--- src/pkg/pin_wake_pkg.sv ---
// package: register map, field positions and carrier types of the pin wake unit
// assumes an 8-bit register port with one-cycle read latency
// Overview of operation
// - eight enable bits; only enabled inputs detect and raise the flag
// - polarity bit per input: 0 falling/low, 1 rising/high
// - control bit 0 picks edge-only (0) or edge-and-level (1)
// - flag at bit 3 set by detection, software writes to bit 3 leave it alone
// - writing 1 to bit 2 acknowledges the flag; bit 2 reads zero
// - request asserted only while flag set and enable bit 1 was set the cycle before
// - falling edge: sampled 1 then 0 on consecutive bus cycles
// - rising edge: sampled 0 then 1 on consecutive bus cycles
// - edge needs input first seen deasserted; asserted-at-enable gives no edge
// - in stop, enabled inputs bypass the edge detector as async level wakes
// - keeps working in wait; enabled input with enable set wakes from wait
// - wakes from stop through enabled input if configured before stop
// - normal operation continues in background debug mode
// - level mode: acknowledge leaves flag set while any enabled input asserted
// - edge mode: flag set on edge, cleared by acknowledge unless an edge arrives in the same cycle
package pin_wake_pkg;
   localparam int          NUM_INPUTS     = 8;
   localparam int          ADDR_W         = 4;
   // register offsets
   localparam logic [3:0]  OFS_STATUS_CTL = 4'h0;
   localparam logic [3:0]  OFS_PIN_EN     = 4'h1;
   localparam logic [3:0]  OFS_POLARITY   = 4'h2;
   localparam logic [3:0]  OFS_IRQ_STAT   = 4'h3;
   localparam logic [3:0]  OFS_IRQ_MASK   = 4'h4;
   // status/control fields
   localparam int          BIT_MODE       = 0;
   localparam int          BIT_IRQ_EN     = 1;
   localparam int          BIT_ACK        = 2;
   localparam int          BIT_FLAG       = 3;
   // sticky event bits
   localparam int          EV_DETECT      = 0;
   localparam int          EV_ACK_HELD    = 1;
   localparam logic [7:0]  RESET_BYTE     = 8'h00;
   localparam logic [1:0]  RESET_EV       = 2'h0;

   typedef struct packed {
      logic             wr;
      logic             rd;
      logic [3:0]       addr;
      logic [7:0]       wdata;
   } reg_req_s;

   typedef struct packed {
      logic [7:0]       enables;
      logic [7:0]       polarity;
      logic             levelMode;
   } wake_cfg_s;
endpackage

--- src/hw/pin_sync.sv ---
// pin_sync: three-flop synchroniser per wake input, change taken when flops two and three agree
// assumes pins are asynchronous to clk
`timescale 1ns/10ps
module pin_sync (
   // clock and reset
   input  wire logic        clk,
   input  wire logic        rst,
   // pins
   input  wire logic [7:0]  pinsIn,
   // filtered level
   output logic [7:0]       pinsOut
);
   logic [7:0] s1_r;
   logic [7:0] s2_r;
   logic [7:0] s3_r;
   logic [7:0] held_r;
   logic [7:0] held_nxt;

   genvar i;
   generate
      for (i = 0; i < 8; i++) begin : g_bit
         assign held_nxt[i] = (s2_r[i] == s3_r[i]) ? s3_r[i] : held_r[i];
      end
   endgenerate

   always_ff @(posedge clk) begin
      if (rst) begin
         s1_r   <= pin_wake_pkg::RESET_BYTE;
         s2_r   <= pin_wake_pkg::RESET_BYTE;
         s3_r   <= pin_wake_pkg::RESET_BYTE;
         held_r <= pin_wake_pkg::RESET_BYTE;
      end else begin
         s1_r   <= pinsIn;
         s2_r   <= s1_r;
         s3_r   <= s2_r;
         held_r <= held_nxt;
      end
   end

   assign pinsOut = held_r;
endmodule // pin_sync

--- src/hw/edge_level_detect.sv ---
// edge_level_detect: per-input assertion, edge and level detection
// assumes synchronised inputs on clk
`timescale 1ns/10ps
module edge_level_detect (
   // clock and reset
   input  wire logic                   clk,
   input  wire logic                   rst,
   // configuration and inputs
   input  wire pin_wake_pkg::wake_cfg_s cfg,
   input  wire logic [7:0]             level,
   // results
   output logic [7:0]                  asserted,
   output logic [7:0]                  edgeHit
);
   logic [7:0] prevAsserted_r;
   logic [7:0] prevEn_r;

   genvar i;
   generate
      for (i = 0; i < 8; i++) begin : g_in
         // active sense by polarity
         assign asserted[i] = cfg.enables[i] & (level[i] == cfg.polarity[i]);
         // edge: deasserted last cycle while enabled, asserted now
         assign edgeHit[i]  = asserted[i] & prevEn_r[i] & ~prevAsserted_r[i];
      end
   endgenerate

   always_ff @(posedge clk) begin
      if (rst) begin
         prevAsserted_r <= pin_wake_pkg::RESET_BYTE;
         prevEn_r       <= pin_wake_pkg::RESET_BYTE;
      end else begin
         prevAsserted_r <= asserted;
         prevEn_r       <= cfg.enables;
      end
   end
endmodule // edge_level_detect

--- src/hw/pin_wake_interrupt.sv ---
// pin_wake_interrupt: eight-input wake and interrupt unit with register port
// assumes one clock; stopMode high means clocks are halted (async wake path)
//
// The plain strobed port and the register offsets were decided locally.
`timescale 1ns/10ps
module pin_wake_interrupt (
   // clock and reset
   input  wire logic        clk,
   input  wire logic        rst,
   // register port
   input  wire logic [3:0]  regAddr,
   input  wire logic [7:0]  regWdata,
   input  wire logic        regWr,
   input  wire logic        regRd,
   output logic [7:0]       regRdata,
   // pins and modes
   input  wire logic [7:0]  wakeInputPin,
   input  wire logic        stopMode,
   // processor side
   output logic             wakeIrq,
   output logic             eventIrq,
   output logic             stopWake
);
   pin_wake_pkg::reg_req_s  req;
   pin_wake_pkg::wake_cfg_s cfg;
   logic [7:0] pinEn_r;
   logic [7:0] polarity_r;
   logic       modeLevel_r;
   logic       irqEn_r;
   logic       flag_r;
   logic       flag_nxt;
   logic [1:0] evStat_r;
   logic [1:0] evStat_nxt;
   logic [1:0] evMask_r;
   logic [7:0] rdata_r;
   logic [7:0] rdata_nxt;
   logic       wakeIrq_r;
   logic       eventIrq_r;
   logic       stopWake_r;
   logic [7:0] syncLevel;
   logic [7:0] asserted;
   logic [7:0] edgeHit;
   logic [7:0] asyncAsserted;

   assign req = '{wr: regWr, rd: regRd, addr: regAddr, wdata: regWdata};
   assign cfg = '{enables: pinEn_r, polarity: polarity_r, levelMode: modeLevel_r};

   pin_sync u_sync (
      .clk     (clk),
      .rst     (rst),
      .pinsIn  (wakeInputPin),
      .pinsOut (syncLevel)
   );

   edge_level_detect u_detect (
      .clk      (clk),
      .rst      (rst),
      .cfg      (cfg),
      .level    (syncLevel),
      .asserted (asserted),
      .edgeHit  (edgeHit)
   );

   // address decode
   wire wrCtl   = req.wr && (req.addr == pin_wake_pkg::OFS_STATUS_CTL);
   wire wrEn    = req.wr && (req.addr == pin_wake_pkg::OFS_PIN_EN);
   wire wrPol   = req.wr && (req.addr == pin_wake_pkg::OFS_POLARITY);
   wire wrStat  = req.wr && (req.addr == pin_wake_pkg::OFS_IRQ_STAT);
   wire wrMask  = req.wr && (req.addr == pin_wake_pkg::OFS_IRQ_MASK);
   wire ackWr   = wrCtl && req.wdata[pin_wake_pkg::BIT_ACK];

   // detection: edges always, levels too in level mode
   wire anyEdge     = |edgeHit;
   wire anyAsserted = |asserted;
   wire detect      = anyEdge | (modeLevel_r & anyAsserted);
   // acknowledge blocked by a held level in level mode
   wire ackBlocked  = modeLevel_r & anyAsserted;
   wire ackClears   = ackWr & ~ackBlocked;

   // set wins over clear; writes never load the flag directly
   assign flag_nxt = detect ? 1'b1 : (ackClears ? 1'b0 : flag_r);

   // sticky event bits, write one to clear, set wins
   wire [1:0] evSet = {ackWr & ackBlocked, detect};
   assign evStat_nxt = evSet | (evStat_r & ~(wrStat ? req.wdata[1:0] : 2'h0));

   // async stop-mode level path: pin compared with polarity, no clock involved
   genvar i;
   generate
      for (i = 0; i < 8; i++) begin : g_async
         assign asyncAsserted[i] = pinEn_r[i] & (wakeInputPin[i] == polarity_r[i]);
      end
   endgenerate

   // read mux
   always_comb begin
      rdata_nxt = pin_wake_pkg::RESET_BYTE;
      if (req.rd) begin
         unique case (req.addr)
            pin_wake_pkg::OFS_STATUS_CTL: begin
               rdata_nxt[pin_wake_pkg::BIT_FLAG]   = flag_r;
               rdata_nxt[pin_wake_pkg::BIT_IRQ_EN] = irqEn_r;
               rdata_nxt[pin_wake_pkg::BIT_MODE]   = modeLevel_r;
            end
            pin_wake_pkg::OFS_PIN_EN:   rdata_nxt = pinEn_r;
            pin_wake_pkg::OFS_POLARITY: rdata_nxt = polarity_r;
            pin_wake_pkg::OFS_IRQ_STAT: rdata_nxt[1:0] = evStat_r;
            pin_wake_pkg::OFS_IRQ_MASK: rdata_nxt[1:0] = evMask_r;
            default:                    rdata_nxt = pin_wake_pkg::RESET_BYTE;
         endcase
      end
   end

   always_ff @(posedge clk) begin
      if (rst) begin
         pinEn_r     <= pin_wake_pkg::RESET_BYTE;
         polarity_r  <= pin_wake_pkg::RESET_BYTE;
         modeLevel_r <= 1'b0;
         irqEn_r     <= 1'b0;
         flag_r      <= 1'b0;
         evStat_r    <= pin_wake_pkg::RESET_EV;
         evMask_r    <= pin_wake_pkg::RESET_EV;
         rdata_r     <= pin_wake_pkg::RESET_BYTE;
      end else begin
         if (wrEn) pinEn_r <= req.wdata;
         if (wrPol) polarity_r <= req.wdata;
         if (wrCtl) begin
            modeLevel_r <= req.wdata[pin_wake_pkg::BIT_MODE];
            irqEn_r     <= req.wdata[pin_wake_pkg::BIT_IRQ_EN];
         end
         if (wrMask) evMask_r <= req.wdata[1:0];
         flag_r   <= flag_nxt;
         evStat_r <= evStat_nxt;
         rdata_r  <= rdata_nxt;
      end
   end

   // registered outputs
   always_ff @(posedge clk) begin
      if (rst) begin
         wakeIrq_r  <= 1'b0;
         eventIrq_r <= 1'b0;
         stopWake_r <= 1'b0;
      end else begin
         wakeIrq_r  <= flag_nxt & irqEn_r;
         eventIrq_r <= |(evStat_nxt & evMask_r);
         stopWake_r <= stopMode & irqEn_r & (|asyncAsserted);
      end
   end

   assign regRdata = rdata_r;
   assign wakeIrq  = wakeIrq_r;
   assign eventIrq = eventIrq_r;
   assign stopWake = stopWake_r;

   // assertions
   ack_reads_zero_a: assert property (@(posedge clk) disable iff (rst)
      regRd && regAddr == pin_wake_pkg::OFS_STATUS_CTL |=> !regRdata[pin_wake_pkg::BIT_ACK])
      else $error("acknowledge bit read back nonzero");
   irq_needs_enable_a: assert property (@(posedge clk) disable iff (rst)
      wakeIrq |-> $past(irqEn_r))
      else $error("request without interrupt enable");
   irq_follows_flag_a: assert property (@(posedge clk) disable iff (rst)
      flag_r && irqEn_r |=> wakeIrq || $past(ackClears))
      else $error("flag and enable set but no request");
   same_cycle_keep_a: assert property (@(posedge clk) disable iff (rst)
      detect && ackWr |=> flag_r)
      else $error("event lost at acknowledge");
   level_hold_a: assert property (@(posedge clk) disable iff (rst)
      ackWr && modeLevel_r && anyAsserted |=> flag_r)
      else $error("flag cleared while input asserted");
   edge_clear_a: assert property (@(posedge clk) disable iff (rst)
      ackWr && !modeLevel_r && !anyEdge |=> !flag_r)
      else $error("edge mode acknowledge did not clear");
   edge_sets_a: assert property (@(posedge clk) disable iff (rst)
      anyEdge |=> flag_r ##1 (flag_r || $past(ackClears)))
      else $error("edge did not set flag");
   write_no_flag_a: assert property (@(posedge clk) disable iff (rst)
      !flag_r && wrCtl && !detect |=> !flag_r)
      else $error("write changed flag");
   disabled_quiet_a: assert property (@(posedge clk) disable iff (rst)
      (pinEn_r == pin_wake_pkg::RESET_BYTE) && !flag_r |=> !flag_r)
      else $error("flag set with no enabled input");
   stop_wake_a: assert property (@(posedge clk) disable iff (rst)
      stopMode && irqEn_r && (|asyncAsserted) |=> stopWake)
      else $error("stop wake missing");

   // reset clears every control bit and output
   reset_regs_a: assert property (@(posedge clk)
      rst |=> pinEn_r == pin_wake_pkg::RESET_BYTE && polarity_r == pin_wake_pkg::RESET_BYTE)
      else $error("enables or polarities survived reset");
   reset_ctl_a: assert property (@(posedge clk)
      rst |=> !modeLevel_r && !irqEn_r && !flag_r)
      else $error("mode, enable or flag survived reset");
   reset_outputs_a: assert property (@(posedge clk)
      rst |=> !wakeIrq && !eventIrq && !stopWake && regRdata == pin_wake_pkg::RESET_BYTE)
      else $error("output high after reset");
   reset_events_a: assert property (@(posedge clk)
      rst |=> evStat_r == pin_wake_pkg::RESET_EV && evMask_r == pin_wake_pkg::RESET_EV)
      else $error("event bits survived reset");

   // register port reads and writes
   read_enables_a: assert property (@(posedge clk) disable iff (rst)
      regRd && regAddr == pin_wake_pkg::OFS_PIN_EN |=> regRdata == $past(pinEn_r))
      else $error("enable register read back wrong");
   read_polarity_a: assert property (@(posedge clk) disable iff (rst)
      regRd && regAddr == pin_wake_pkg::OFS_POLARITY |=> regRdata == $past(polarity_r))
      else $error("polarity register read back wrong");
   read_flag_a: assert property (@(posedge clk) disable iff (rst)
      regRd && regAddr == pin_wake_pkg::OFS_STATUS_CTL |=> regRdata[pin_wake_pkg::BIT_FLAG] == $past(flag_r))
      else $error("flag read back wrong");
   read_mode_a: assert property (@(posedge clk) disable iff (rst)
      regRd && regAddr == pin_wake_pkg::OFS_STATUS_CTL |=> regRdata[pin_wake_pkg::BIT_MODE] == $past(modeLevel_r))
      else $error("mode bit read back wrong");
   read_irq_en_a: assert property (@(posedge clk) disable iff (rst)
      regRd && regAddr == pin_wake_pkg::OFS_STATUS_CTL |=> regRdata[pin_wake_pkg::BIT_IRQ_EN] == $past(irqEn_r))
      else $error("interrupt enable read back wrong");
   read_upper_zero_a: assert property (@(posedge clk) disable iff (rst)
      regRd && regAddr == pin_wake_pkg::OFS_STATUS_CTL |=> regRdata[7:4] == 4'h0)
      else $error("unused status bits read nonzero");
   read_events_a: assert property (@(posedge clk) disable iff (rst)
      regRd && regAddr == pin_wake_pkg::OFS_IRQ_STAT |=> regRdata[1:0] == $past(evStat_r))
      else $error("event bits read back wrong");
   write_enables_a: assert property (@(posedge clk) disable iff (rst)
      wrEn |=> pinEn_r == $past(regWdata))
      else $error("enable write did not land");
   write_polarity_a: assert property (@(posedge clk) disable iff (rst)
      wrPol |=> polarity_r == $past(regWdata))
      else $error("polarity write did not land");
   write_mode_a: assert property (@(posedge clk) disable iff (rst)
      wrCtl |=> modeLevel_r == $past(regWdata[pin_wake_pkg::BIT_MODE]))
      else $error("mode write did not land");
   write_irq_en_a: assert property (@(posedge clk) disable iff (rst)
      wrCtl |=> irqEn_r == $past(regWdata[pin_wake_pkg::BIT_IRQ_EN]))
      else $error("interrupt enable write did not land");
   enables_hold_a: assert property (@(posedge clk) disable iff (rst)
      !wrEn |=> $stable(pinEn_r))
      else $error("enables changed without a write");
   polarity_hold_a: assert property (@(posedge clk) disable iff (rst)
      !wrPol |=> $stable(polarity_r))
      else $error("polarities changed without a write");

   // flag set and clear
   flag_needs_cause_a: assert property (@(posedge clk) disable iff (rst)
      !flag_r && !detect |=> !flag_r)
      else $error("flag set with no detection");
   flag_bit_write_a: assert property (@(posedge clk) disable iff (rst)
      wrCtl && regWdata[pin_wake_pkg::BIT_FLAG] && !flag_r && !detect |=> !flag_r)
      else $error("write of one set the flag");
   flag_needs_ack_a: assert property (@(posedge clk) disable iff (rst)
      flag_r && !ackWr |=> flag_r)
      else $error("flag cleared without acknowledge");
   edge_mode_held_a: assert property (@(posedge clk) disable iff (rst)
      !modeLevel_r && anyAsserted && !anyEdge && ackWr |=> !flag_r)
      else $error("edge mode acknowledge blocked by level");
   level_sets_a: assert property (@(posedge clk) disable iff (rst)
      modeLevel_r && anyAsserted |=> flag_r)
      else $error("asserted level did not set flag");
   event_set_a: assert property (@(posedge clk) disable iff (rst)
      detect |=> evStat_r[pin_wake_pkg::EV_DETECT])
      else $error("detection event bit not set");
   same_cycle_event_a: assert property (@(posedge clk) disable iff (rst)
      detect && ackWr |=> evStat_r[pin_wake_pkg::EV_DETECT])
      else $error("detection event lost at acknowledge");
   ack_held_event_a: assert property (@(posedge clk) disable iff (rst)
      ackWr && ackBlocked |=> evStat_r[pin_wake_pkg::EV_ACK_HELD])
      else $error("refused acknowledge not recorded");
   ack_held_clear_a: assert property (@(posedge clk) disable iff (rst)
      wrStat && regWdata[pin_wake_pkg::EV_ACK_HELD] |=> !evStat_r[pin_wake_pkg::EV_ACK_HELD])
      else $error("refused acknowledge bit not cleared");

   // edge detector
   edge_enabled_a: assert property (@(posedge clk) disable iff (rst)
      (edgeHit & ~pinEn_r) == pin_wake_pkg::RESET_BYTE)
      else $error("edge on a disabled input");
   edge_was_enabled_a: assert property (@(posedge clk) disable iff (rst)
      (edgeHit & ~$past(pinEn_r)) == pin_wake_pkg::RESET_BYTE)
      else $error("edge on an input enabled this cycle");
   edge_was_idle_a: assert property (@(posedge clk) disable iff (rst)
      (edgeHit & $past(asserted)) == pin_wake_pkg::RESET_BYTE)
      else $error("edge on an input already asserted");
   edge_falling_a: assert property (@(posedge clk) disable iff (rst)
      $stable(polarity_r) |-> (edgeHit & ~polarity_r & ~$past(syncLevel)) == pin_wake_pkg::RESET_BYTE)
      else $error("falling edge without prior high sample");
   edge_rising_a: assert property (@(posedge clk) disable iff (rst)
      $stable(polarity_r) |-> (edgeHit & polarity_r & $past(syncLevel)) == pin_wake_pkg::RESET_BYTE)
      else $error("rising edge without prior low sample");

   // interrupt outputs
   irq_masked_a: assert property (@(posedge clk) disable iff (rst)
      !irqEn_r |=> !wakeIrq)
      else $error("request while interrupt enable clear");
   irq_has_flag_a: assert property (@(posedge clk) disable iff (rst)
      wakeIrq |-> flag_r)
      else $error("request without flag");
   irq_after_enable_a: assert property (@(posedge clk) disable iff (rst)
      flag_r && $rose(irqEn_r) |=> wakeIrq || $past(ackClears))
      else $error("pending flag not requested after enable");
   event_irq_src_a: assert property (@(posedge clk) disable iff (rst)
      eventIrq |-> (evStat_r & $past(evMask_r)) != pin_wake_pkg::RESET_EV)
      else $error("event interrupt without unmasked event");

   // stop-mode wake path
   stop_only_a: assert property (@(posedge clk) disable iff (rst)
      !stopMode |=> !stopWake)
      else $error("stop wake outside stop mode");
   stop_needs_irq_en_a: assert property (@(posedge clk) disable iff (rst)
      !irqEn_r |=> !stopWake)
      else $error("stop wake with interrupt enable clear");
   stop_needs_pin_a: assert property (@(posedge clk) disable iff (rst)
      (pinEn_r == pin_wake_pkg::RESET_BYTE) |=> !stopWake)
      else $error("stop wake with no enabled input");
endmodule // pin_wake_interrupt

--- config.mk ---
export PLATFORM = sky130hd
export DESIGN_NAME = pin_wake_interrupt
export DESIGN_NICKNAME = d
export VERILOG_FILES = /design/src/pkg/pin_wake_pkg.sv /design/src/hw/pin_sync.sv /design/src/hw/edge_level_detect.sv /design/src/hw/pin_wake_interrupt.sv
export SDC_FILE = /design/constraint.sdc
export NUM_CORES = 1
export LEC_CHECK = 0
export ABC_CLOCK_PERIOD_IN_PS = 1650
export BUFFER_PORTS_ARGS = -buffer_cell sky130_fd_sc_hd__buf_2
export CORE_ASPECT_RATIO = 1.25
export CORE_MARGIN = 3
export CORE_UTILIZATION = 25
export DETAILED_ROUTE_END_ITERATION = 10
export GPL_ROUTABILITY_DRIVEN = 0
export SLEW_MARGIN = 20
export SYNTH_ARGS = -nofsm -noshare
export SYNTH_HDL_FRONTEND = slang
export SYNTH_SLANG_ARGS = --single-unit
--- constraint.sdc ---
create_clock -name clk -period 1.65 [get_ports clk]
set_input_delay 0 -clock clk [delete_from_list [all_inputs] [get_ports clk]]
set_output_delay 0 -clock clk [all_outputs]
set_load 0.02 [all_outputs]
# ---- Word level (Yosys, flattened, before mapping)
# Cells that the tools add are included.
dict set report classes {
  mux 7
  eq_ne 28
  n_reduce_logical 12
  bitwise 53
}
# cell count
set ops {}
lappend ops {{AND 1 bit} 38}
lappend ops {{equality test 1 bit} 24}
lappend ops {{OR reduction 8 bit} 3}
lappend ops {{NOT 1 bit} 10}
lappend ops {{case mux 2 bit (5 select lines)} 1}
lappend ops {{equality test 4 x 2 -> 1 bit (second input constant)} 2}
lappend ops {{case mux 4 bit (2 select lines)} 1}
lappend ops {{logical AND 1 bit} 6}
lappend ops {{AND 2 bit} 2}
lappend ops {{equality test 4 x 1 -> 1 bit (second input constant)} 1}
lappend ops {{equality test 4 x 3 -> 1 bit (second input constant)} 1}
lappend ops {{logical NOT 4 bit} 1}
lappend ops {{OR reduction 2 bit} 2}
lappend ops {{case mux 1 bit (3 select lines)} 1}
lappend ops {{2-to-1 mux 1 bit} 2}
lappend ops {{2-to-1 mux 2 bit} 1}
lappend ops {{NOT 2 bit} 1}
lappend ops {{OR 2 bit} 1}
lappend ops {{case mux 1 bit (2 select lines)} 1}
lappend ops {{OR 1 bit} 1}
dict set report word_totals {
  out_inout_bits 11
  regBits 82
  in_bits 25
}

# ---- Logic depth before layout (Yosys ltp)
# Gate-level depths: netlist (run 1).
dict set report depth {
  word_depth 9
  ltp_mapped 6
  mapped_depth_nobuf 5
}

# ---- By module
# A second synthesis (run 1) with hierarchy kept.
dict set report unflattened {
  hier_cells 315
  hier_area_um2 3024.2
}
# module area_per_inst_um2 cells_per_inst n_inst seq_area_each_um2
set by_module_without_submodules {}
lappend by_module_without_submodules {pin_wake_interrupt 1480.2 169 1 680.7}
lappend by_module_without_submodules {pin_sync 923.4 83 1 640.6}
lappend by_module_without_submodules {edge_level_detect 620.6 63 1 320.3}

# ---- Worst setup path before layout (run 1)
# Ideal clock, no wire load.
dict set report synth_timing {
  path_kind {register to register}
  start {register polarity_r[1]}
  end {register eventIrq_r, in the netlist eventIrq}
  arrival_ns 1.358
  synth_period_minus_slack_ns 1.494
  path_stages_with_launch 6
  slack_ns 0.156
  cell_sequence {dfxtp_1 -> xnor2_1 -> a22oi_1 -> a41oi_2 -> a2111oi_4 -> o32ai_1}
}
dict set report synth_via {
  elab_chain_len 9
}
# item line_no
set synth_rtl {}
lappend synth_rtl {{from (decl)} pin_wake_interrupt.sv:27} ;# logic [7:0] polarity_r;
lappend synth_rtl {{from (signal assigned)} pin_wake_interrupt.sv:117} ;# polarity_r <= pin_wake_pkg::RESET_BYTE;
lappend synth_rtl {{from (signal assigned)} pin_wake_interrupt.sv:126} ;# if (wrPol) polarity_r <= req.wdata;
lappend synth_rtl {{equality test 1 bit (*)} edge_level_detect.sv:22} ;# assign asserted[i] = cfg.enables[i] & (level[i] == cfg.polarity[i]);
lappend synth_rtl {{AND 1 bit (*)} edge_level_detect.sv:22}
lappend synth_rtl {{AND 1 bit (2 in a row)} edge_level_detect.sv:24} ;# assign edgeHit[i] = asserted[i] & prevEn_r[i] & ~prevAsserted_r[i];
lappend synth_rtl {{OR reduction 8 bit} pin_wake_interrupt.sv:73} ;# wire anyEdge = |edgeHit;
lappend synth_rtl {{OR 1 bit} pin_wake_interrupt.sv:75} ;# wire detect = anyEdge | (modeLevel_r & anyAsserted);
lappend synth_rtl {{OR 2 bit (*)} pin_wake_interrupt.sv:85} ;# assign evStat_nxt = evSet | (evStat_r & ~(wrStat ? req.wdata[1:0] : 2'h0));
lappend synth_rtl {{AND 2 bit (*)} pin_wake_interrupt.sv:146} ;# eventIrq_r <= |(evStat_nxt & evMask_r);
lappend synth_rtl {{OR reduction 2 bit (*)} pin_wake_interrupt.sv:146}
lappend synth_rtl {{to (signal assigned)} pin_wake_interrupt.sv:146}
lappend synth_rtl {{to (decl)} pin_wake_interrupt.sv:38} ;# logic eventIrq_r;
# Every way passes the cells marked *; elsewhere a longest branch is shown, timed or not.
# A chain may end at the register's enable or synchronous reset.

# ---- Worst setup path in the final report (run 1)
dict set report layout_timing {
  start {register u_sync.held_r[7], in the netlist u_sync.pinsOut[7]}
  end {register wakeIrq_r, in the netlist wakeIrq}
}
dict set report layout_via {
  elab_chain_len 9
}
# item line_no
set layout_rtl {}
lappend layout_rtl {{from (decl)} pin_sync.sv:16} ;# logic [7:0] held_r;
lappend layout_rtl {{from (signal assigned)} pin_sync.sv:31} ;# held_r <= pin_wake_pkg::RESET_BYTE;
lappend layout_rtl {{from (signal assigned)} pin_sync.sv:36} ;# held_r <= held_nxt;
lappend layout_rtl {{equality test 1 bit (*)} edge_level_detect.sv:22}
lappend layout_rtl {{AND 1 bit (*)} edge_level_detect.sv:22}
lappend layout_rtl {{OR reduction 8 bit} pin_wake_interrupt.sv:74} ;# wire anyAsserted = |asserted;
lappend layout_rtl {{AND 1 bit} {pin_wake_interrupt.sv:75, pin_wake_interrupt.sv:77}}
lappend layout_rtl {{NOT 1 bit} pin_wake_interrupt.sv:78} ;# wire ackClears = ackWr & ~ackBlocked;
lappend layout_rtl {{AND 1 bit} pin_wake_interrupt.sv:78}
lappend layout_rtl {{2-to-1 mux 1 bit} pin_wake_interrupt.sv:81} ;# assign flag_nxt = detect ? 1'b1 : (ackClears ? 1'b0 : flag_r);
lappend layout_rtl {{2-to-1 mux 1 bit (*)} pin_wake_interrupt.sv:81}
lappend layout_rtl {{AND 1 bit (*)} pin_wake_interrupt.sv:145} ;# wakeIrq_r <= flag_nxt & irqEn_r;
lappend layout_rtl {{to (signal assigned)} pin_wake_interrupt.sv:145}
lappend layout_rtl {{to (decl)} pin_wake_interrupt.sv:37} ;# logic wakeIrq_r;
# Marked as above.

==> summary.txt, run 1 <==
STA
  • Setup TNS: 0 ns
  • Setup WS post-layout: around 0.065 ns
  • Final period util: 96.1%
  • Slew HR: 72.8%
  • Max-slew violations: 0
  • Final setup viols: 0
  • Setup Skew: 0.00494 ns
  • FMAX: 0.631 GHz
  • Period minus WS final: between 1.5 and 2 ns
  • RSZ-0062 raised after global routing: true
  • Slew @ Worst Pin: 0.404 ns
  • Fin. Hold Viols: 0

Synth
  • Synth Net Count: 340
  • Cell area after synthesis: 3000 sq um
  • Async SR Flop Fraction: 0%
  • Syn_area_per_cell: 9.51 sq um
  • Synth cell types: 31
  • Ys flop type: dfxtp_1
  • Post-synth EDFFs: 0
  • Yosys warns: 0
  • Post-synth top area share: between 50% and 60%
  • Top cells by area, synth: dfxtp_1 (55%), nor2b_1 (6.7%), nand2_1 (5.4%)
  • Most common cell in the netlist: dfxtp_1
  • Sequential area share after synthesis: 54.8%
  • Post-synth top cells: dfxtp_1 (82), nand2_1 (43), nor2b_1 (32), a21oi_1 (28), nor2_1 (22)
  • #FFs+latches synth: 82
  • Yosys top cell by area: dfxtp_1
  • Cell count after synthesis: approximately 320

Pwr
  • VDD IR-drop max: 516 uV
  • Pwr dens: 1000 nW/um^2
  • Cell leakage power: between 1 and 1.5 nW

Critical path
  • Reg2reg start: u_sync.pinsOut[7]
  • R2r endpoint: wakeIrq
  • Setup CP Type: reg -> reg
  • Critical Path End: wakeIrq
  • CP Max Fanout: 3
  • WP data required: 1.85 ns
  • Critical path arrival: approximately 1.8 ns
  • Critical Path Start Type: flop
  • CP endpoint kind: flop
  • Worst path cell trace: xnor2_1, a22oi_2, a41oi_2, a2111oi_2, nor3b_1
  • CP max stage cell: a2111oi_2
  • R2R cell count: 5
  • Critical Path Max Stage Delay: 0.43 ns
  • R2R Setup Slk: roughly 0.065 ns
  • Worst setup path start: u_sync.pinsOut[7]

Clock network
  • CTS H-tree depth: 3
  • CTS clk-pin slew, worst paths: 0.05 ns
  • CTS Buffer Depth: 2
  • TritonCTS clock tree: done
  • Root Driver: clkbuf_16
  • CTS Buf Count: 9
  • Post-CTS Repair Setup Buffers: 0
  • Clock sink count: 82
  • Clock Latency Late Sink: 0.33 ns

GRT
  • Gr ovfl total: 0
  • Vias in the first global route: roughly 2400
  • Antenna violations before repair: 0
  • GRT Total Usage: 11.7%
  • First-pass GRT wire length: 12.1 mm
  • Largest net degree at the start of global routing: 76

Placement
  • Dpl hpwl: 5.18 mm
  • Place WS: -0.0417 ns
  • Number of port buffers: 35

Floorplanning
  • Full die area: approximately 13000 sq um
  • Chip Width: 104 um
  • I/O pins: 36
  • Die Height: 128 um
  • CORE AREA: 11700 sq um
  • Initial core utilization: roughly 26%
  • Rows: 44

Routing
  • Antenna Violating Nets Remaining: 0
  • Via/cell ratio: 4.39
  • Via count: 2434
  • DR iter-0 viols: 133
  • Routed length per instance: 13.3 um
  • DRC Markers: 0
  • Drt pass-1 iters: 4
  • Total wire length: between 7 and 8 mm

Cells and area
  • Layout cells sized above 1: 20.1%
  • Fill count: 1216
  • Finished Core Util: 34.1%
  • # diodes: 0
  • Synthesis-to-layout area growth: 32.9%
  • Final nets: slightly above 400

Run status
  • Status: complete, no violations

Worst hold path
  • Hold Path Class: in -> reg

Job
  • Max_cap viols: 0
## where the power goes
group,total (mW),internal [mW],switching (mW)
combinational,0.227,0.106,0.121
sequential,2.03,2.01,0.0154
clock,1.74,1.04,0.692
total,3.99,3.16,0.829
## timing repair
| action | in CTS | in global routing |
|---|---|---|
| setup endpoints to repair | 1 | 4 |
| pin swaps | 0 | 2 |
| hold endpoints to repair | 29 | 0 |
| hold buffers | 19 | 0 |
| resized for setup | 1 | 4 |
## how the worst min path moves through the flow
| stage | startpoint | end | slack, ns | depth (start not counted) |
|---|---|---|---|---|
| final | regWr | pinEn_r[2] | 0.04 | 3 |
| after global placement | wakeInputPin[4] | u_sync.s1_r[4] | 0.25 | 2 |
| after floorplan | regAddr[3] | regRdata[3] | 0.08 | 1 |
| after detailed placement | wakeInputPin[4] | u_sync.s1_r[4] | 0.25 | 2 |
| after global routing | regWr | pinEn_r[1] | 0.06 | 3 |
| after CTS | regWr | pinEn_r[2] | 0.03 | 3 |
## stage by stage
stage	power [mW]	cells	hold WS [ns]	area, sq um
after floorplan	2.17	315	0.0781	3000
after global placement	2.26	521	0.253	3510
after detailed placement	2.27	521	0.252	3510
after CTS	4.06	554	0.0274	3960
after global routing	4.15	554	0.0608	3980
final	3.99	554	0.0429	3980
## layout by cell type (no fill, tap or decap), drive strengths merged, types with 2 or more instances in the layout
| cell | instances |
|---|---|
| a2111oi | 2 |
| a21oi | 28 |
| a222oi | 2 |
| a22oi | 13 |
| and3 | 4 |
| buf | 58 |
| clkbuf | 14 |
| dfxtp | 82 |
| dlygate4sd3 | 19 |
| inv | 3 |
| mux2i | 3 |
| nand2 | 43 |
| nand2b | 2 |
| nand3 | 19 |
| nand4 | 3 |
| nand4b | 8 |
| nor2 | 22 |
| nor2b | 32 |
| nor4 | 2 |
| o21ai | 10 |
| xnor2 | 16 |
## layer usage
metal  vias to the layer above  routed length [um]  GRT usage, %
met2                        57                3630          19.7
li1                       1236                   -             -
met4                         0                 172          6.34
met1                      1130                3250          13.9
met5                         -                   0             0
met3                        11                 298          2.81
## worst max-delay path, delay by kind of cell, from the launching register on
kind             cells  cell delay [ns]
flip-flops           1             0.32
AND/OR/NAND/NOR      1             0.10
AO/OA/AOI/OAI        3             0.87
XOR/XNOR             1             0.17
## kinds of logic after synthesis
| logic type | Yosys count | synth area share (%) |
|---|---|---|
| mux | 4 | 1.38 |
| xor+xnor | 16 | 4.68 |
| simple gates | 138 | 23.9 |
| flops | 82 | 54.8 |
| buf+inv | 16 | 2.09 |
| compound gates | 59 | 13.2 |
## sequential cells by signal, indices dropped and copies added, names as in the netlist, 2 cells and up
name and cells:
pinEn_r 8, polarity_r 8, regRdata 8, u_detect.prevAsserted_r 8, u_detect.prevEn_r 8, u_sync.pinsOut 8
u_sync.s1_r 8, u_sync.s2_r 8, u_sync.s3_r 8, evMask_r 2, evStat_r 2
## layout make-up
type                            instances  area, sq um  share of cell area (%)
Inverter                                3         11.3                   0.283
Tap cell                              161          201                    5.06
Timing Repair Buffer                   77          551                    13.8
Multi-Input combinational cell        217         1330                    33.3
Clock buffer                           14          254                    6.38
Sequential cell                        82         1640                    41.2
Power figures use the tool's default switching activity.
==> run 2, diff against run 1 <==
REMOVE_ABC_BUFFERS = 1   (was not set)
==> run 2 against run 1 <==
Net effect: power is 6.6% higher; sequential power is essentially flat; register-to-register slack about the same; count of clock-buffer cells in the layout stayed put; flip-flop and latch count unchanged; via count increased by 1.6%; critical path type unchanged; largest power group unchanged.
==> summary.txt, run 2 (same netlist as run 1, synthesis figures left out) <==
Cells and area
  • # diodes: 0 (unchanged)
  • Fill count: 1232 (+1.3%)
  • Finished Cell Area: 4070 sq um (+2.1%)
  • Synthesis-to-layout area growth: 35.7%
  • Most frequent cells in the layout: dfxtp_1 (82), nand2_1 (43), buf_2 (35)
  • Layout cells sized above 1: 21.7% (+1.6 points)
  • Most common cell after layout, fill and taps aside: dfxtp_1
  • Final nets: 416 (+0.24%)

Clock network
  • Clock sink count: 82 (unchanged)
  • CTS H-tree depth: 3 (unchanged)
  • CTS Buffer Depth: 2 (unchanged)
  • CTS clk-pin slew, worst paths: 0.06 ns (about the same)
  • Clock Latency Late Sink: 0.34 ns (about the same)
  • Root Driver: clkbuf_16
  • TritonCTS clock tree: done
  • CTS Buf Count: 9 (unchanged)

Routing
  • Via/cell ratio: 4.44 (+1.0%)
  • Routed length per instance: 13.7 um (+3.6%)
  • Post-Route M1 WL: 3.44 mm (+5.9%)
  • DR top layer: met4
  • Via count: 2472 (+1.6%)
  • Antenna Violating Nets Remaining: 0 (unchanged)
  • Drt pass-1 iters: 4 (unchanged)
  • DR iter-0 viols: 137 (+3.0%)
  • Met3 routed WL: 306 um (+2.7%)
  • DRC Markers: 0 (unchanged)
  • Routed wl met2: 3.68 mm (+1.4%)
  • Total wire length: 7.65 mm (+4.2%)

Placement
  • Dpl hpwl: 5.33 mm (+2.9%)
  • Number of port buffers: 35 (unchanged)
  • Post-Place Cell Area: 3510 sq um (unchanged)

STA
  • RSZ-0062 raised after global routing: true
  • Setup Skew: 0.00350 ns (-0.00143 ns)
  • Final setup viols: 0 (unchanged)
  • FMAX: 0.629 GHz (-0.25%)
  • Fin. Hold Viols: 0 (unchanged)
  • Setup TNS: 0 ns (unchanged)
  • Final period util: 96.3% (+0.24 points)
  • Slew @ Worst Pin: 0.418 ns (+0.0133 ns)
  • Max-slew violations: 0 (unchanged)
  • Slew HR: 72.1% (-0.75 points)
  • Period minus WS final: 1.59 ns (+0.00395 ns)

GRT
  • Vias in the first global route: 2456 (+2.4%)
  • Gr ovfl total: 0 (unchanged)
  • First-pass GRT wire length: 12.5 mm (+2.6%)
  • GRT Total Usage: 12.1% (+0.36 points)
  • Largest net degree at the start of global routing: 76 (unchanged)
  • Antenna violations before repair: 0 (unchanged)

Pwr
  • VDD IR-drop max: 349 uV (-32%)
  • Cell leakage power: 1.48 nW (+2.4%)
  • Pwr dens: 1050 nW/um^2 (+4.5%)

Run status
  • Status: complete, no violations

Critical path
  • Critical path arrival: 1.81 ns (+0.03 ns)
  • WP data required: 1.87 ns (+0.02 ns)
  • Setup CP Type: reg -> reg
  • CP endpoint kind: flop
  • CP Max Fanout: 3 (unchanged)
  • Critical Path Start Type: flop

Floorplanning
  • Rows: 44 (unchanged)
  • Die Height: 128 um (unchanged)
  • Initial core utilization: 25.7% (unchanged)
  • I/O pins: 36 (unchanged)
  • CORE AREA: 11700 sq um (unchanged)
  • Full die area: 13300 sq um (unchanged)
  • Chip Width: 104 um (unchanged)

Job
  • Max_cap viols: 0 (unchanged)

Worst hold path
  • Hold Path Class: in -> reg
## run 2: metal layers
metal / global-route usage (%) / up-vias
met4: 7.51 / 0
li1: - / 1236
met3: 2.86 / 13
met2: 19.5 / 57
met1: 14.7 / 1166
met5: 0 / -
## run 2: critical path: stages, from the launching register on
cell and delay, ns:
dfxtp_1 0.33, xnor2_1 0.16, buf_4 0.15, nand4b_1 0.11, nand4_1 0.24, a2111oi_4 0.39, nor3b_2 0.08
## run 2: final timing paths
| path | start | end | slack [ns] | cells past startpoint |
|---|---|---|---|---|
| setup / recovery | u_sync.pinsOut[6] | wakeIrq | 0.06 | 6 |
| hold / removal | regWr | pinEn_r[1] | 0.06 | 3 |
| setup reg to reg | u_sync.pinsOut[6] | wakeIrq | 0.06 | 6 |
| hold reg to reg | u_sync.s1_r[5] | u_sync.s2_r[5] | 0.43 | 1 |
## run 2: cell type report
class,instances,area [sq um],share of cell area [%]
multi-input cells,217,1360,33.3
flip-flops and latches,82,1640,40.4
repair buffers,78,558,13.7
well taps,161,201,4.95
clock inverters,2,35.0,0.862
clock buffers,14,264,6.49
inverters,3,11.3,0.277
## run 2: power breakdown
part	internal (mW)	switching, mW	leakage (nW)
Sequential	2.01	0.0158	0.665
Combinational	0.109	0.126	0.667
Clock	1.25	0.742	0.147
Total	3.38	0.883	1.48
## run 2: timing repair
item                                    in CTS  in global routing
endpoints found under the setup margin       1                  4
pin swaps                                    0                  7
endpoints found under the hold margin       30                  0
buffers inserted                             0                  1
hold buffers                                19                  0
gates resized for setup                      0                 10
## run 2: metrics by stage
stage	hold WS (ns)	util, %	worst slack, ns	std cells	power, mW
after global routing	0.0676	34.8	-0.0337	557	4.41
final	0.0600	34.8	0.0611	557	4.26
after floorplan	0.0691	-	0.156	302	2.14
after CTS	0.0400	34.2	-0.0107	556	4.30
after global placement	0.243	30.0	0.0676	521	2.26
after detailed placement	0.246	30.0	0.00199	521	2.27
==> run 3, diff against run 2 <==
RECOVER_POWER = 100   (was not set)
==> run 3 against run 2 <==
Net effect: critical path depth unchanged; clock skew barely moved; global-route usage unchanged; via count decreased by 0.32%; final cell count unchanged; cell area decreased by 1.5%; largest cell class unchanged.
==> summary.txt, run 3 (same netlist as run 1, synthesis figures left out) <==
Job
  • Max_cap viols: 0 (unchanged)

Critical path
  • CP endpoint kind: flop
  • CP Max Fanout: 3 (unchanged)
  • CP max stage cell: a2111oi_4
  • Crit path buf inv count: 1 (unchanged)
  • Critical Path Max Stage Delay: 0.39 ns (about the same)
  • Critical Path Start Type: flop
  • WP data required: 1.87 ns (about the same)
  • Critical path arrival: 1.81 ns (about the same)
  • Top delay family on crit path: simple AND/OR/NAND/NOR gates
  • Worst path cell trace: xnor2_1, clkbuf_4, nand4b_1, nand4_1, a2111oi_4, nor3b_2
  • Setup CP Type: reg -> reg
  • Reg2reg start: u_sync.pinsOut[6]
  • Worst setup path start: u_sync.pinsOut[6]

STA
  • Slew HR: 71.2% (-0.89 points)
  • FMAX: 0.629 GHz (-0.13%)
  • Hold_ws: 0.0556 ns (-0.00441 ns)
  • Setup TNS: 0 ns (unchanged)
  • Final period util: 96.4% (+0.13 points)
  • Slew @ Worst Pin: 0.431 ns (+0.0133 ns)
  • Fin. Hold Viols: 0 (unchanged)
  • Setup Skew: 0.00328 ns (-0.000221 ns)
  • RSZ-0062 raised after global routing: true
  • Max-slew violations: 0 (unchanged)
  • Final setup viols: 0 (unchanged)
  • Period minus WS final: 1.59 ns (+0.00210 ns)

Floorplanning
  • Rows: 44 (unchanged)
  • Initial core utilization: 25.7% (unchanged)
  • Die Height: 128 um (unchanged)
  • I/O pins: 36 (unchanged)
  • Full die area: 13300 sq um (unchanged)
  • Chip Width: 104 um (unchanged)
  • CORE AREA: 11700 sq um (unchanged)

Pwr
  • Pwr dens: 1060 nW/um^2 (+1.4%)
  • Sw frac: 20.8% (+0.023 points)
  • P_int: 3.37 mW (-0.16%)
  • Comb pwr share: 5.4% (about the same)
  • Clk network pwr share: 46.9% (about the same)
  • P_sw: 883 uW (about the same)
  • Cell leakage power: 1.38 nW (-6.4%)
  • Flop pwr share: 47.7% (about the same)
  • VDD IR-drop max: 355 uV (+1.8%)

GRT
  • Largest net degree at the start of global routing: 76 (unchanged)
  • First-pass GRT wire length: 12.5 mm (unchanged)
  • Antenna violations before repair: 0 (unchanged)
  • GRT Total Usage: 12.1% (unchanged)
  • Gr ovfl total: 0 (unchanged)
  • Vias in the first global route: 2456 (unchanged)

Cells and area
  • Most common cell after layout, fill and taps aside: dfxtp_1
  • Reg area: 1640 sq um (unchanged)
  • # diodes: 0 (unchanged)
  • Finished Core Util: 34.3% (-0.51 points)
  • Final nets: 416 (unchanged)
  • Synthesis-to-layout area growth: 33.7%
  • Layout cells sized above 1: 15.2% (-6.6 points)
  • Most frequent cells in the layout: dfxtp_1 (82), nand2_1 (43), nor2b_1 (32)
  • Fill count: 1244 (+0.97%)
  • Finished Cell Area: 4010 sq um (-1.5%)
  • Area occupied by multi-input gates: 1340 sq um (-1.1%)

Clock network
  • CTS clk-pin slew, worst paths: 0.06 ns (about the same)
  • CTS Buf Count: 9 (unchanged)
  • Root Driver: clkbuf_16
  • TritonCTS clock tree: done
  • CTS Buffer Depth: 2 (unchanged)
  • Clock sink count: 82 (unchanged)
  • CTS H-tree depth: 3 (unchanged)
  • Clock Latency Late Sink: 0.34 ns (about the same)

Routing
  • DRC Markers: 0 (unchanged)
  • Post-Route M1 WL: 3.44 mm (+0.17%)
  • Drt pass-1 iters: 5 (+1)
  • Antenna Violating Nets Remaining: 0 (unchanged)
  • Via count: 2464 (-0.32%)
  • Routed wl met2: 3.69 mm (+0.52%)
  • Via/cell ratio: 4.42 (-0.32%)
  • DR iter-0 viols: 131 (-4.4%)
  • Total wire length: 7.64 mm (-0.16%)
  • DR top layer: met4
  • Met3 routed WL: 281 um (-8.2%)
  • Routed length per instance: 13.7 um (-0.16%)

Placement
  • Post-Place Cell Area: 3510 sq um (unchanged)
  • Number of port buffers: 35 (unchanged)
  • Dpl hpwl: 5.33 mm (unchanged)

Worst hold path
  • Hold_sp: regWr
  • Hold Path Class: in -> reg

Run status
  • Status: complete, no violations
## run 3: changes by cell type in the layout (fill, tap and decap cells not counted), sizes merged
cell,previous run,this run
buf,59,33
clkbuf,14,40
## run 3: power by group through the flow
stage	logic [mW]	registers, mW	clock network [mW]
global placement	0.193	2.07	0
finish	0.229	2.03	2.00
CTS	0.232	2.03	2.04
detailed placement	0.197	2.07	0
floorplan	0.0678	2.07	0
global route	0.253	2.03	2.12
## run 3: worst paths after layout
kind | endpoint | slack, ns | depth (start not counted)
setup / recovery | wakeIrq | 0.06 | 6
hold / removal | pinEn_r[0] | 0.06 | 3
setup reg to reg | wakeIrq | 0.06 | 6
hold reg to reg | u_sync.s2_r[5] | 0.43 | 1
## run 3: through the flow
stage               instances  total power [mW]  worst slack [ns]
global route              557              4.41           -0.0371
finish                    557              4.25            0.0590
floorplan                 302              2.14             0.156
CTS                       556              4.30           -0.0107
detailed placement        521              2.27           0.00199
global placement          521              2.26            0.0676
## run 3: final cells by class
class                   count  area share (%)
clock buffers              14            6.59
clock inverters             2           0.874
inverters                   3           0.281
multi-input cells         217            33.4
flip-flops and latches     82            41.0
well taps                 161            5.03
repair buffers             78            12.8
## run 3: repair_timing
| action | CTS | global route |
|---|---|---|
| pin swaps | 0 | 7 |
| gates resized for setup | 0 | 10 |
| buffers inserted | 0 | 1 |
| hold endpoints to repair | 30 | 0 |
| setup endpoints to repair | 1 | 4 |
| hold buffers | 19 | 0 |
## run 3: worst min-delay path, stage by stage
cell and delay (ns):
buf_2 0.18, nand3_1 0.11, a21oi_1 0.05
## run 3: metal layers
layer	track usage, %	vias up
met4	7.51	0
li1	-	1238
met3	2.86	12
met2	19.5	47
met5	0	-
met1	14.7	1167
